## src/rtl/raster_pkg.sv

```systemverilog
// Shared constants and types for the raster image decoder.
// Assumes a byte-wide file store whose reads are acknowledged after any latency.
package raster_pkg;

    // Header layout, as byte offsets from the start of an image instance.
    localparam logic [2:0] OFS_WIDTH = 3'h0;
    localparam logic [2:0] OFS_HEIGHT = 3'h1;
    localparam logic [2:0] OFS_BPP = 3'h2;
    localparam logic [2:0] OFS_COUNT = 3'h3;
    localparam logic [2:0] OFS_LOC_HIGH = 3'h4;
    localparam logic [2:0] OFS_LOC_LOW = 3'h5;
    localparam logic [2:0] MONO_HDR_LAST = 3'h1;
    localparam logic [2:0] COLOUR_HDR_LAST = 3'h5;

    localparam logic [7:0] MONO_BPP = 8'h01;
    localparam logic [7:0] MIN_BPP = 8'h01;
    localparam logic [7:0] MAX_BPP = 8'h08;
    localparam logic [8:0] COUNT_OF_ZERO = 9'h100;
    localparam logic [8:0] MONO_COUNT = 9'h002;
    localparam logic [1:0] SEL_RED = 2'h0;
    localparam logic [1:0] SEL_GREEN = 2'h1;
    localparam logic [1:0] SEL_BLUE = 2'h2;
    localparam logic [3:0] BITS_PER_BYTE = 4'h8;
    localparam logic [15:0] FIRST_POINT = 16'h0001;

    // Reset values.
    localparam logic [15:0] RESET_ADDR = 16'h0000;
    localparam logic [7:0] RESET_BYTE = 8'h00;

    typedef enum logic [2:0] {
        ST_IDLE,
        ST_HEADER,
        ST_CHECK,
        ST_FETCH,
        ST_BITS,
        ST_TABLE,
        ST_EMIT,
        ST_ERROR
    } dec_phase_t;

    typedef struct packed {
        logic [15:0] number;
        logic [7:0] row;
        logic [7:0] col;
        logic set;
        logic [7:0] index;
        logic [7:0] red;
        logic [7:0] green;
        logic [7:0] blue;
    } pixel_t;

    typedef struct packed {
        dec_phase_t phase;
        logic colour;
        logic [2:0] hdr_idx;
        logic [15:0] addr;
        logic [15:0] body;
        logic [7:0] width;
        logic [7:0] height;
        logic [7:0] bpp;
        logic [8:0] count;
        logic [15:0] loc;
        logic [7:0] idx;
        logic [3:0] got;
        logic [7:0] row;
        logic [7:0] col;
        logic [15:0] number;
        logic [1:0] sel;
        pixel_t pix;
        logic mem_rd;
        logic frame_done;
        logic format_error;
    } dec_state_t;

    typedef struct packed {
        logic [7:0] shreg;
        logic [3:0] left;
    } unpack_state_t;

endpackage

```

## src/rtl/bit_unpacker.sv

```systemverilog
// One-byte shift register that hands out body bits, most significant first.
// Assumes the caller loads only when empty and shifts only when not empty.
module bit_unpacker
(
    input wire logic sys_clk,
    input wire logic rst,
    input wire logic flush,
    input wire logic load,
    input wire logic [7:0] load_byte,
    input wire logic shift,
    output logic bit_out,
    output logic empty
);

    raster_pkg::unpack_state_t s;
    raster_pkg::unpack_state_t next_s;

    assign bit_out = s.shreg[7];
    assign empty = (s.left == 4'h0);

    always_comb
    begin
        next_s = s;
        if (flush)
        begin
            next_s.left = 4'h0;
        end
        else if (load)
        begin
            next_s.shreg = load_byte;
            next_s.left = raster_pkg::BITS_PER_BYTE;
        end
        else if (shift)
        begin
            next_s.shreg = {s.shreg[6:0], 1'b1};
            next_s.left = 4'(s.left - 4'h1);
        end
    end

    always_ff @(posedge sys_clk or posedge rst)
    begin
        if (rst)
        begin
            s <= '0;
        end
        else
        begin
            s <= next_s;
        end
    end

endmodule // bit_unpacker

```

## src/rtl/raster_image_decoder.sv

```systemverilog
// Raster image decoder: reads an image instance from a byte file store and
// streams its points, in monochrome or colour look-up form, to a consumer.
// Assumes the store answers each held read with one mem_ack cycle.
//
// Notes on behaviour
// - Points leave in raster order, numbered from 1 at upper left.
// - Monochrome header: width byte, height byte, body from third byte.
// - Monochrome point is one body bit; one means set, no colour.
// - Padding ones after the last point in the final byte are ignored.
// - Colour header: width, height, bits per point, count, table location.
// - Bits per point is a binary index width, legal from 1 to 8.
// - Entry count zero means 256; count must not exceed two to the width.
// - Table entries indexed from zero; each index picks exactly one entry.
// - Table location is 16 bits, first byte high, second byte low.
// - Colour indices packed contiguously, most significant bit first.
// - Each entry is three bytes red, green, blue at three times index.
// - Colour bytes are intensities passed straight through, FF is maximum.
// - Table is read by location only, so images may share one table.
module raster_image_decoder
(
    input wire logic sys_clk,
    input wire logic rst,
    input wire logic start,
    input wire logic start_colour,
    input wire logic [15:0] image_base,
    output logic mem_rd,
    output logic [15:0] mem_addr,
    input wire logic mem_ack,
    input wire logic [7:0] mem_rdata,
    output logic pix_valid,
    input wire logic pix_ready,
    output raster_pkg::pixel_t pix,
    output logic frame_done,
    output logic format_error,
    output logic busy
);

    raster_pkg::dec_state_t s;
    raster_pkg::dec_state_t next_s;
    logic unpack_flush;
    logic unpack_load;
    logic unpack_shift;
    logic unpack_bit;
    logic unpack_empty;
    logic took;
    logic [7:0] next_idx;
    logic [9:0] limit;

    ////////////////////////////////////////////////////////////////////////////////

    bit_unpacker body_bits
    (
        .sys_clk(sys_clk),
        .rst(rst),
        .flush(unpack_flush),
        .load(unpack_load),
        .load_byte(mem_rdata),
        .shift(unpack_shift),
        .bit_out(unpack_bit),
        .empty(unpack_empty)
    );

    assign mem_rd = s.mem_rd;
    assign mem_addr = s.addr;
    assign pix = s.pix;
    assign pix_valid = (s.phase == raster_pkg::ST_EMIT);
    assign frame_done = s.frame_done;
    assign format_error = s.format_error;
    assign busy = (s.phase != raster_pkg::ST_IDLE) && (s.phase != raster_pkg::ST_ERROR);
    assign took = s.mem_rd && mem_ack;

    ////////////////////////////////////////////////////////////////////////////////

    always_comb
    begin
        next_s = s;
        next_s.frame_done = 1'b0;
        unpack_flush = 1'b0;
        unpack_load = 1'b0;
        unpack_shift = 1'b0;
        next_idx = {s.idx[6:0], unpack_bit};
        limit = 10'(10'h001 << s.bpp[3:0]);
        if (took)
        begin
            next_s.mem_rd = 1'b0;
        end
        case (s.phase)
            raster_pkg::ST_IDLE, raster_pkg::ST_ERROR:
            begin
                if (start)
                begin
                    next_s.phase = raster_pkg::ST_HEADER;
                    next_s.colour = start_colour;
                    next_s.hdr_idx = 3'h0;
                    next_s.addr = image_base;
                    next_s.bpp = raster_pkg::MONO_BPP;
                    next_s.count = raster_pkg::MONO_COUNT;
                    next_s.mem_rd = 1'b1;
                    next_s.format_error = 1'b0;
                    unpack_flush = 1'b1;
                end
            end
            raster_pkg::ST_HEADER:
            begin
                if (took)
                begin
                    case (s.hdr_idx)
                        raster_pkg::OFS_WIDTH: next_s.width = mem_rdata;
                        raster_pkg::OFS_HEIGHT: next_s.height = mem_rdata;
                        raster_pkg::OFS_BPP: next_s.bpp = mem_rdata;
                        raster_pkg::OFS_COUNT:
                        begin
                            next_s.count = (mem_rdata == 8'h00) ? raster_pkg::COUNT_OF_ZERO
                                : {1'b0, mem_rdata};
                        end
                        raster_pkg::OFS_LOC_HIGH: next_s.loc[15:8] = mem_rdata;
                        raster_pkg::OFS_LOC_LOW: next_s.loc[7:0] = mem_rdata;
                        default: next_s.loc = s.loc;
                    endcase
                    next_s.addr = 16'(s.addr + 16'h0001);
                    next_s.hdr_idx = 3'(s.hdr_idx + 3'h1);
                    if (s.hdr_idx == (s.colour ? raster_pkg::COLOUR_HDR_LAST
                        : raster_pkg::MONO_HDR_LAST))
                    begin
                        next_s.phase = raster_pkg::ST_CHECK;
                        next_s.body = 16'(s.addr + 16'h0001);
                    end
                    else
                    begin
                        next_s.mem_rd = 1'b1;
                    end
                end
            end
            raster_pkg::ST_CHECK:
            begin
                next_s.row = 8'h00;
                next_s.col = 8'h00;
                next_s.number = raster_pkg::FIRST_POINT;
                next_s.got = 4'h0;
                next_s.idx = 8'h00;
                if (s.colour && ((s.bpp < raster_pkg::MIN_BPP) || (s.bpp > raster_pkg::MAX_BPP)))
                begin
                    next_s.phase = raster_pkg::ST_ERROR;
                    next_s.format_error = 1'b1;
                end
                else if (s.colour && ({1'b0, s.count} > limit))
                begin
                    next_s.phase = raster_pkg::ST_ERROR;
                    next_s.format_error = 1'b1;
                end
                else if ((s.width == 8'h00) || (s.height == 8'h00))
                begin
                    next_s.phase = raster_pkg::ST_IDLE;
                    next_s.frame_done = 1'b1;
                end
                else
                begin
                    next_s.phase = raster_pkg::ST_BITS;
                end
            end
            raster_pkg::ST_FETCH:
            begin
                if (took)
                begin
                    unpack_load = 1'b1;
                    next_s.body = 16'(s.body + 16'h0001);
                    next_s.phase = raster_pkg::ST_BITS;
                end
            end
            raster_pkg::ST_BITS:
            begin
                if (unpack_empty)
                begin
                    // Rows share bytes, so only the frame start realigns to a byte.
                    next_s.phase = raster_pkg::ST_FETCH;
                    next_s.addr = s.body;
                    next_s.mem_rd = 1'b1;
                end
                else
                begin
                    unpack_shift = 1'b1;
                    next_s.idx = next_idx;
                    next_s.got = 4'(s.got + 4'h1);
                    if (4'(s.got + 4'h1) == s.bpp[3:0])
                    begin
                        next_s.pix.number = s.number;
                        next_s.pix.row = s.row;
                        next_s.pix.col = s.col;
                        next_s.pix.index = next_idx;
                        next_s.pix.red = 8'h00;
                        next_s.pix.green = 8'h00;
                        next_s.pix.blue = 8'h00;
                        if (!s.colour)
                        begin
                            next_s.pix.set = unpack_bit;
                            next_s.phase = raster_pkg::ST_EMIT;
                        end
                        else if ({1'b0, next_idx} >= s.count)
                        begin
                            next_s.phase = raster_pkg::ST_ERROR;
                            next_s.format_error = 1'b1;
                        end
                        else
                        begin
                            next_s.pix.set = 1'b0;
                            next_s.addr = 16'(s.loc + {7'h00, next_idx, 1'b0}
                                + {8'h00, next_idx});
                            next_s.sel = raster_pkg::SEL_RED;
                            next_s.mem_rd = 1'b1;
                            next_s.phase = raster_pkg::ST_TABLE;
                        end
                    end
                end
            end
            raster_pkg::ST_TABLE:
            begin
                if (took)
                begin
                    case (s.sel)
                        raster_pkg::SEL_RED: next_s.pix.red = mem_rdata;
                        raster_pkg::SEL_GREEN: next_s.pix.green = mem_rdata;
                        default: next_s.pix.blue = mem_rdata;
                    endcase
                    if (s.sel == raster_pkg::SEL_BLUE)
                    begin
                        next_s.phase = raster_pkg::ST_EMIT;
                    end
                    else
                    begin
                        next_s.sel = 2'(s.sel + 2'h1);
                        next_s.addr = 16'(s.addr + 16'h0001);
                        next_s.mem_rd = 1'b1;
                    end
                end
            end
            raster_pkg::ST_EMIT:
            begin
                if (pix_ready)
                begin
                    next_s.got = 4'h0;
                    next_s.idx = 8'h00;
                    next_s.number = 16'(s.number + 16'h0001);
                    next_s.phase = raster_pkg::ST_BITS;
                    if (s.col == 8'(s.width - 8'h01))
                    begin
                        next_s.col = 8'h00;
                        next_s.row = 8'(s.row + 8'h01);
                        if (s.row == 8'(s.height - 8'h01))
                        begin
                            // Leftover bits of the last byte are padding and are dropped.
                            next_s.phase = raster_pkg::ST_IDLE;
                            next_s.frame_done = 1'b1;
                        end
                    end
                    else
                    begin
                        next_s.col = 8'(s.col + 8'h01);
                    end
                end
            end
            default:
            begin
                next_s.phase = raster_pkg::ST_IDLE;
            end
        endcase
    end

    ////////////////////////////////////////////////////////////////////////////////

    always_ff @(posedge sys_clk or posedge rst)
    begin
        if (rst)
        begin
            s <= '0;
            s.phase <= raster_pkg::ST_IDLE;
            s.addr <= raster_pkg::RESET_ADDR;
            s.bpp <= raster_pkg::MONO_BPP;
            s.width <= raster_pkg::RESET_BYTE;
        end
        else
        begin
            s <= next_s;
        end
    end

endmodule // raster_image_decoder

```

## config.mk

```make
export PLATFORM = sky130hd
export DESIGN_NAME = raster_image_decoder
export DESIGN_NICKNAME = d
export VERILOG_FILES = /design/src/rtl/raster_pkg.sv /design/src/rtl/bit_unpacker.sv /design/src/rtl/raster_image_decoder.sv
export SDC_FILE = /design/constraint.sdc
export NUM_CORES = 1
export LEC_CHECK = 0
export BUFFER_PORTS_ARGS = -buffer_cell sky130_fd_sc_hd__buf_2
export CORE_MARGIN = 4
export CORE_UTILIZATION = 53
export CTS_CLUSTER_SIZE = 25
export DETAILED_ROUTE_END_ITERATION = 7
export PLACE_DENSITY = 0.75
export SLEW_MARGIN = 5
export SYNTH_ARGS = -nofsm -noshare
export SYNTH_HDL_FRONTEND = slang
export SYNTH_SLANG_ARGS = --single-unit
```

## constraint.sdc

```tcl
create_clock -name sys_clk -period 7.49 [get_ports sys_clk]
set_clock_uncertainty 0.2 [all_clocks]
set_input_delay 0.3745 -clock sys_clk [delete_from_list [all_inputs] [get_ports sys_clk]]
set_output_delay 0.3745 -clock sys_clk [all_outputs]
set_load 0.03 [all_outputs]
```

; ---- Yosys cells after proc, flatten, opt, wreduce, memory -nomap -nowiden
; Cells that the tools add are included.
[word_totals]
wordCells = 232
register_bits = 213
input_bits = 30
[classes]
addsub = 13
n_reduce_logical = 47
n_shift = 1
bitwise_logic = 2
eq_ne = 43
mux = 92
order_cmp = 4
[ops]
columns = cell, count
row1 = 16-bit 2-to-1 mux, 8
row2 = 84-bit 2-to-1 mux, 1
row3 = 8-bit 2-to-1 mux, 10
row4 = 68-bit 2-to-1 mux, 1
row5 = 67-bit 2-to-1 mux, 1
row6 = 16-bit one-hot mux with 4 select lines, 1
row7 = 32-bit one-hot mux with 2 select lines, 1
row8 = 16-bit by 1-bit adder with 16-bit output (second input constant), 3
row9 = 24-bit one-hot mux with 2 select lines, 1
row10 = 3-bit 2-to-1 mux, 15
row11 = 43-bit 2-to-1 mux, 1
row12 = 17-bit one-hot mux with 2 select lines, 1
row13 = 11-bit one-hot mux with 3 select lines, 1
row14 = 16-bit one-hot mux with 2 select lines, 1
row15 = 1-bit 2-to-1 mux, 29
row16 = 2-bit != test (second input constant), 14
row17 = 25-bit 2-to-1 mux, 1
row18 = 8-bit logical NOT, 3
row19 = 12-bit 2-to-1 mux, 2
row20 = 3-bit AND reduction, 8
row21 = 23-bit 2-to-1 mux, 1
row22 = 3-bit one-hot mux with 7 select lines, 1
row23 = 3-bit == test (second input constant), 6
row24 = 9-bit 2-to-1 mux, 2
row25 = 47 further kinds, 89

; ---- Logic depth before layout (Yosys ltp)
; Gate-level depths: netlist of run 1.
[depth]
ltp_word = 7
mapped_depth = 11

; ---- Hierarchy
; From an unflattened synthesis of run 1, not the netlist that was laid out.
[hier_totals]
cells_unflattened = 1396
area_unflattened_um2 = 12617.1
[by_module_without_submodules]
columns = module, area_per_inst_um2, cells_per_inst, instances
row1 = raster_image_decoder, 11970.2, 1331, 1
row2 = bit_unpacker, 646.9, 65, 1

; ---- Worst setup path before layout of run 1
; OpenSTA, ideal clock, no wires.
[synth_timing]
path_type = register to register
from = register s, in the netlist next_idx[1]
to = register s, in the netlist mem_addr[15]
arrival_ns = 2.912
slack_ns = 4.254
stages_incl_launch_ff = 11
t_required_ns = 7.165
synth_period_minus_slack_ns = 3.236
n_path_buf = 0
cell_sequence = dfrtp_1 -> fa_1 -> ha_1 -> fa_1 -> a211oi_1 -> nor2_1 -> o311a_1 -> o2111ai_1 -> xor2_1 -> o21ai_0 -> mux2_2
[synth_via]
elab_chain_len = 7
word_cells_on_any_way = 10
classes_between = add/sub (2) / order compare (1) / eq/ne (1) / mux (5) / reduce/logical (1)
[synth_rtl]
columns = element, line
row1 = "start, declared", raster_image_decoder.sv:38  ; raster_pkg::dec_state_t s;
row2 = "start signal, assigned", raster_image_decoder.sv:282  ; s <= next_s;
row3 = 16-bit by 9-bit adder with 16-bit output, raster_image_decoder.sv:206  ; next_s.addr = 16'(s.loc + {7'h00, next_idx, 1'b0}
row4 = 16-bit by 8-bit adder with 16-bit output, raster_image_decoder.sv:207  ; + {8'h00, next_idx});
row5 = 16-bit 2-to-1 mux, raster_image_decoder.sv:198  ; else if ({1'b0, next_idx} >= s.count)
row6 = 16-bit 2-to-1 mux, raster_image_decoder.sv:193  ; if (!s.colour)
row7 = 16-bit 2-to-1 mux, raster_image_decoder.sv:184  ; if (4'(s.got + 4'h1) == s.bpp[3:0])
row8 = 16-bit 2-to-1 mux, raster_image_decoder.sv:172  ; if (unpack_empty)
row9 = 16-bit one-hot mux with 4 select lines, raster_image_decoder.sv:87  ; case (s.phase)
; Several ways; a longest one is shown, not always the timed one. The select of a mux whose other input is x is not followed.
; A chain may end at the register's enable or synchronous reset.

; ---- Worst setup path after layout of run 1
[layout_timing]
from = register s[200] (netlist name)
to = register s, in the netlist pix[2]
[layout_via]
elab_chain_len = 3
word_cells_on_any_way = 9
classes_between = eq/ne (6) / mux (1) / reduce/logical (2)
[layout_rtl]
columns = element, line
row1 = 3-bit == test, raster_image_decoder.sv:87
row2 = 2-bit != test (no line) or 2-bit nonzero test (tied branches), n/a
row3 = 5-bit AND reduction (no line), n/a
; Several ways; a longest one is shown, not always the timed one.

==> flow_summary.yaml, run 1 <==
sta:
  tns_ns: 0
  setup_viol: 0
  drv_slew: 0
  holdWs_ns: 0.0480
  fmax_mhz: 279
  min_period_over_period_pct: 47.9
  final-hold-violation-count: 0
  min_period_ns: 3.59
  tightest_slew_ns: 1.23
  max_slew_margin_pct: 18.0
  rsz0062_at_grt: "false"
  setup_slack_ns: 3.90
pwr:
  intPower_mw: 2.79
  vdd_drop_max_mv: 0.191
  p_total_mw: 4.81
  p_leak_nw: 6.52
  power_frac_clock_pct: 24.0
  switchingPower_mw: 2.02
  seq_power_share_pct: 36.4
  comb_power_share_pct: 39.6
  power.share.switching_pct: 41.9
  power.density_mw_per_mm2: 353
die:
  core_area_mm2: 0.0235
  die_area_mm2: 0.0264
  die_y_um: 163
  start_util_pct: 53.9
  die_w_um: 163
  rows: 56
  io_pins: 116
cells_and_area:
  synthToLayoutAreaGrowth_pct: 7.55
  fillCellCount: 2005
  fin_util_pct: 58.0
  multiInputGateArea_mm2: 0.00624
  design_area_mm2: 0.0136
  final_cells: 1682
  regArea_mm2: 0.00533
  final_nets: 1430
  final_layout_size_suffix_gt1_share_pct: 19.4
  n_antenna_cell: 0
place:
  pre_cts_ws_ns: 3.95
  dp_hpwl_um: 21900
  portBuffers: 115
  placed_cell_area_mm2: 0.0128
  place_inst: 1636
  gp_congestion: 0.943
clock_network:
  cts_tree: "yes"
  htreeDepth: 1
  insertion_delay_ns: 0.52
  clock-sinks: 213
  clock_tree.buffer_depth: 3
  root_buffer: "clkbuf_16"
  cts_buffers: 24
  path_clk_slew_ns: 0.06
logic_synthesis:
  syn_avg_cell_area_um2: 9.38
  syn_inst: 1349
  synth-async-reset-ratio_pct: 100
  synth_area_leader_cell: "dfrtp_1"
  ys_seq_area_share_pct: 42.1
  yosysWarnings: 0
  synth_top_area_share_pct: 41.9
  synth_area_leaders: "dfrtp_1 42%, mux2_2 7.6%, nand2_1 5.0%"
  synth_cell_types: 73
  netlist_area_mm2: 0.0127
  synth_fp_nets: 1434
  synth-seq-cells: 213
  synth_edf_count: 0
  synthFlopType: "dfrtp_1"
critical_path:
  end_kind: "flop"
  worstPathRequired_ns: 7.64
  worst_path_max_delay_cell: "a21oi_1"
  cp_max_fo: 47
  slowest_delay_ns: 0.85
  crit_type: "reg2reg"
  crit_chain: "nor2b_1 -> nand2b_1 -> nand2b_1 -> buf_4 -> nor2_4 -> buf_4 -> a21oi_1 -> o21ai_0"
  crit_buf_inv: 2
  start_kind: "flop"
  arrival_ns: 3.74
  cp_top_family: "compound AO/OA/AOI/OAI gates"
min_path:
  hp-class: "in2reg"
global_route:
  grt_first_pass_wirelength_um: 51200
  grt_max_degree: 140
  gr-total-overflow: 0
  grt_util_all_layers_pct: 23.5
  antenna_found_initial: 0
  first_global_vias: 9803
route:
  avgRoutedWirePerCell_um: 18.6
  drc: 0
  first_pass_iters: 7
  vias_per_cell: 5.94
  drtIter0Drc: 948
  postRouteAntennaNets: 0
  vias: 9994
  wl_um: 31300
status:
  outcome: "finished clean"
job:
  maxCapViolCount: 0
[cells in the mapped netlist (all sizes together) (7+ instances only)]
library cell,number
xor2,42
nand3,50
a211oi,8
nand2b,7
nand2,168
nor3,29
and3,16
o31ai,10
a221o,7
a31oi,16
and2,11
o21ai,102
or3,8
a21oi,56
nor2,77
clkbuf,51
xnor2,23
ha,47
dfrtp,212
buf,107
o22ai,7
a22oi,20
nand4,24
fa,8
mux2,85
nor2b,11
inv,45
nor4,8
[flip-flops by register name, indices dropped and copies added, names as in the netlist]
name               count
body_bits.bit_out      1
s                    110
format_error           1
next_idx               7
body_bits.s           11
pix                   65
mem_addr              16
mem_rd                 1
frame_done             1
[power by group through the flow]
stage,combinational (mW),sequential [mW],clock (mW)
finish,1.90,1.75,1.15
global route,2.10,1.79,1.21
CTS,1.90,1.74,1.17
detailed placement,1.89,1.76,0
global placement,1.84,1.75,0
floorplan,1.63,1.62,0
[final timing paths]
check / startpoint / end / slack [ns] / depth (start not counted)
max in group asynchronous: rst / pix[22] / 5.13 / 4
min: image_base[3] / mem_addr[3] / 0.05 / 4
max: s[200] / pix[2] / 3.90 / 8
max reg2reg: s[200] / pix[2] / 3.90 / 8
min reg2reg: s[144] / s[144] / 0.29 / 2
min in group asynchronous: rst / pix[33] / 0.40 / 3
[layer usage]
layer,GRT usage (%),part of all wire [%],vias to the layer above
met5,0,0,-
met4,8.12,3.6,0
met3,3.29,6.2,92
met2,39.4,49,357
met1,31.5,42,4856
li1,-,-,4689
[area by class of cell]
type	instances	area share, %
well taps	319	2.93
multi-input cells	932	45.9
flip-flops and latches	213	39.2
clock buffers	37	5.37
inverters	46	1.32
clock inverters	7	0.368
repair buffers	128	4.98
[kinds of logic after synthesis]
group	after synthesis	share of synthesized area [%]
compound gates	294	14.9
xor+xnor	66	4.69
fa+ha+maj	55	5.91
buf+inv	204	8.63
flops	213	42.1
mux	90	7.96
simple gates	427	15.8
[what timing repair did]
action                    in CTS  in global routing
hold endpoints to repair     139                  0
gates resized for setup        0                  0
setup buffers                  0                  0
hold buffers                   2                  0
[worst min-delay path: stages]
cell	delay, ns
buf_2	0.10
nand2_1	0.05
o221ai_1	0.06
mux2_2	0.14
[placed cells by master, fill, tap and decap left out, types with 7 or more instances in the layout]
cell / Yosys / final
nor4_1: 8 / 8
nor2_1: 77 / 75
a211oi_1: 7 / 7
a31oi_1: 16 / 16
a22oi_1: 20 / 20
o22ai_1: 7 / 7
nand2_1: 168 / 168
and3_1: 16 / 16
inv_1: 45 / 44
nand2b_1: 7 / 7
nand4_1: 24 / 24
nand3_1: 50 / 50
a221o_1: 7 / 7
xor2_1: 42 / 42
and2_1: 11 / 11
o31ai_1: 9 / 9
fa_1: 8 / 8
clkbuf_16: 0 / 25
nor2b_1: 11 / 11
o21ai_0: 101 / 101
buf_4: 81 / 11
a21oi_1: 56 / 56
ha_1: 47 / 47
nor3_1: 29 / 29
mux2_2: 85 / 85
dfrtp_1: 212 / 212
buf_2: 12 / 115
or3_1: 8 / 8
xnor2_1: 23 / 23
No activity file was read; power rests on OpenSTA's default activity.
==> inputs of run 2 (changes only) <==
--- a/config.mk
+++ b/config.mk
@@ -10,7 +10,7 @@
 export CORE_UTILIZATION = 53
 export CTS_CLUSTER_SIZE = 25
 export DETAILED_ROUTE_END_ITERATION = 7
-export PLACE_DENSITY = 0.75
+export PLACE_DENSITY = 0.78
 export SLEW_MARGIN = 5
 export SYNTH_ARGS = -nofsm -noshare
 export SYNTH_HDL_FRONTEND = slang
==> constraint.sdc (replaced) <==
create_clock -name sys_clk -period 3.1 [get_ports sys_clk]
set_clock_uncertainty 0.2 [all_clocks]
set_input_delay 0.155 -clock sys_clk [delete_from_list [all_inputs] [get_ports sys_clk]]
set_output_delay 0.155 -clock sys_clk [all_outputs]
set_load 0.03 [all_outputs]
==> flow_summary.yaml, run 2 (same netlist as run 1, synthesis figures left out) <==
cells_and_area:
  multiInputGateArea_mm2: 0.00628
  final_nets: 1496
  final_cells: 1744
  fillCellCount: 1911
  largest_reg_flops: 110
  fin_util_pct: 60.5
  final_layout_size_suffix_gt1_share_pct: 21.7
  regArea_mm2: 0.00533
  synthToLayoutAreaGrowth_pct: 12.2
  layout_commonest_cell: "dfrtp_1"
  n_antenna_cell: 0
  mostFrequentLayoutCells: "211 x dfrtp_1, 168 x nand2_1, 115 x buf_2, 98 x o21ai_0, 84 x mux2_2"
  largest_register: "s"
clock_network:
  cts_buffers: 23
  path_clk_slew_ns: 0.06
  clock-sinks: 213
  htreeDepth: 1
  root_buffer: "clkbuf_16"
  cts_tree: "yes"
  clock_tree.buffer_depth: 3
  insertion_delay_ns: 0.53
critical_path:
  crit_chain: "fa_1 -> ha_2 -> fa_2 -> a211oi_2 -> nor2_1 -> o311a_1 -> o2111ai_2 -> xor2_1 -> o21ai_1 -> mux2_2"
  r2r_slack_ns: -0.05
  slowest_delay_ns: 0.45
  crit_type: "reg2reg"
  worst_path_max_delay_cell: "fa_1"
  rr_endpoint: "mem_addr[15]"
  reg2reg_from: "next_idx[1]"
  cp_max_fo: 3
  ff2ff_path_depth: 10
  start_kind: "flop"
  end_kind: "flop"
  crit_start: "next_idx[1]"
  cp-endpoint: "mem_addr[15]"
  worstPathRequired_ns: 3.30
  arrival_ns: 3.35
global_route:
  gr-total-overflow: 0
  grt_max_degree: 90
  antenna_found_initial: 0
  grt_first_pass_wirelength_um: 53200
  grt_util_all_layers_pct: 24.6
  first_global_vias: 10400
place:
  place_inst: 1675
  portBuffers: 115
  gp_congestion: 0.919
  pre_cts_ws_ns: -0.143
  dp_hpwl_um: 22900
sta:
  max_slew_margin_pct: 34.0
  drv_slew: 0
  min_period_over_period_pct: 102
  fmax_mhz: 317
  setup_viol: 2
  final-hold-violation-count: 0
  min_period_ns: 3.15
  tightest_slew_ns: 0.990
  rsz0062_at_grt: "true"
  setup_slack_ns: -0.0523
  holdWs_ns: 0.0419
route:
  vias: 10500
  wl_um: 33300
  drc: 0
  avgRoutedWirePerCell_um: 19.1
  first_pass_iters: 6
  postRouteAntennaNets: 0
  drtIter0Drc: 1158
  vias_per_cell: 6.04
pwr:
  seq_power_share_pct: 34.8
  power.density_mw_per_mm2: 838
  p_leak_nw: 6.80
  intPower_mw: 6.91
  vdd_drop_max_mv: 0.500
  power_frac_clock_pct: 22.8
  comb_power_share_pct: 42.4
  power.share.switching_pct: 42.0
  switchingPower_mw: 5.00
die:
  die_y_um: 163
  rows: 56
  die_w_um: 163
  core_area_mm2: 0.0235
  die_area_mm2: 0.0264
  start_util_pct: 53.9
  io_pins: 116
job:
  maxCapViolCount: 0
status:
  outcome: "finished with violations"
  violations: "setup timing"
min_path:
  hp-class: "in2async"
-- run 2: changes by cell type in the layout (fill, tap and decap cells not counted), sizes merged --
cell,before,now
clkinv,8,6
clkbuf,37,30
clkinvlp,0,2
bufinv,0,2
buf,126,167
dlygate4sd3,2,28
-- run 2: per-stage QoR --
step           total power [mW]  instance area [um^2]  setup TNS (ns)
2_1_floorplan              7.85                 12700           -5.16
3_3_place_gp               8.91                 13200         -0.0428
3_5_place_dp               9.06                 13200          -0.293
4_1_cts                    11.8                 14200          -0.150
5_1_grt                    12.6                 14200          -0.413
6_report                   11.9                 14200         -0.0802
-- run 2: metal layers --
layer / global-route usage (%) / share of wire (%)
met3: 3.67 / 6.9
met4: 11.1 / 4.8
met2: 41.3 / 48
met1: 31.8 / 40
met5: 0 / 0
-- run 2: critical path: cells and delay by family, from the launching register on --
family | cells | cell delay (ns)
AND/OR/NAND/NOR | 1 | 0.09
flip-flops | 1 | 0.43
XOR/XNOR | 1 | 0.18
multiplexers | 1 | 0.27
adder cells (fa/ha/maj) | 3 | 1.00
AO/OA/AOI/OAI | 4 | 0.88
-- run 2: layout make-up --
type	count	area share, %
Clock buffer	30	4.31
Clock inverter	9	0.819
Inverter	46	1.24
Multi-Input combinational cell	932	44.2
Sequential cell	213	37.5
Tap cell	319	2.81
Timing Repair Buffer	195	9.04
-- run 2: power by group through the flow --
| stage | clock, mW | sequential, mW | combinational [mW] |
|---|---|---|---|
| after floorplan | 0 | 3.91 | 3.94 |
| after global placement | 0 | 4.12 | 4.79 |
| after detailed placement | 0 | 4.15 | 4.91 |
| after CTS | 2.74 | 4.11 | 5.00 |
| after global routing | 2.87 | 4.22 | 5.52 |
| final | 2.71 | 4.14 | 5.05 |
-- run 2: how the worst min path moves through the flow --
| stage | slack [ns] | cells after the start | from | end |
|---|---|---|---|---|
| floorplan | 0.11 | 1 | start_colour | s[198] |
| global route | 0.11 | 3 | rst | s[157] |
| CTS | 0.05 | 5 | start | mem_rd |
| finish | 0.04 | 3 | rst | s[157] |
| global placement | 0.07 | 2 | rst | s[90] |
| detailed placement | 0.07 | 2 | rst | s[88] |
-- run 2: timing repair --
item                       in CTS  in global routing
resized for setup               3                  6
setup endpoints to repair       3                  6
pin swaps                      10                  4
hold endpoints to repair      132                  0
setup buffers                   0                  2
hold buffers                   28                  0
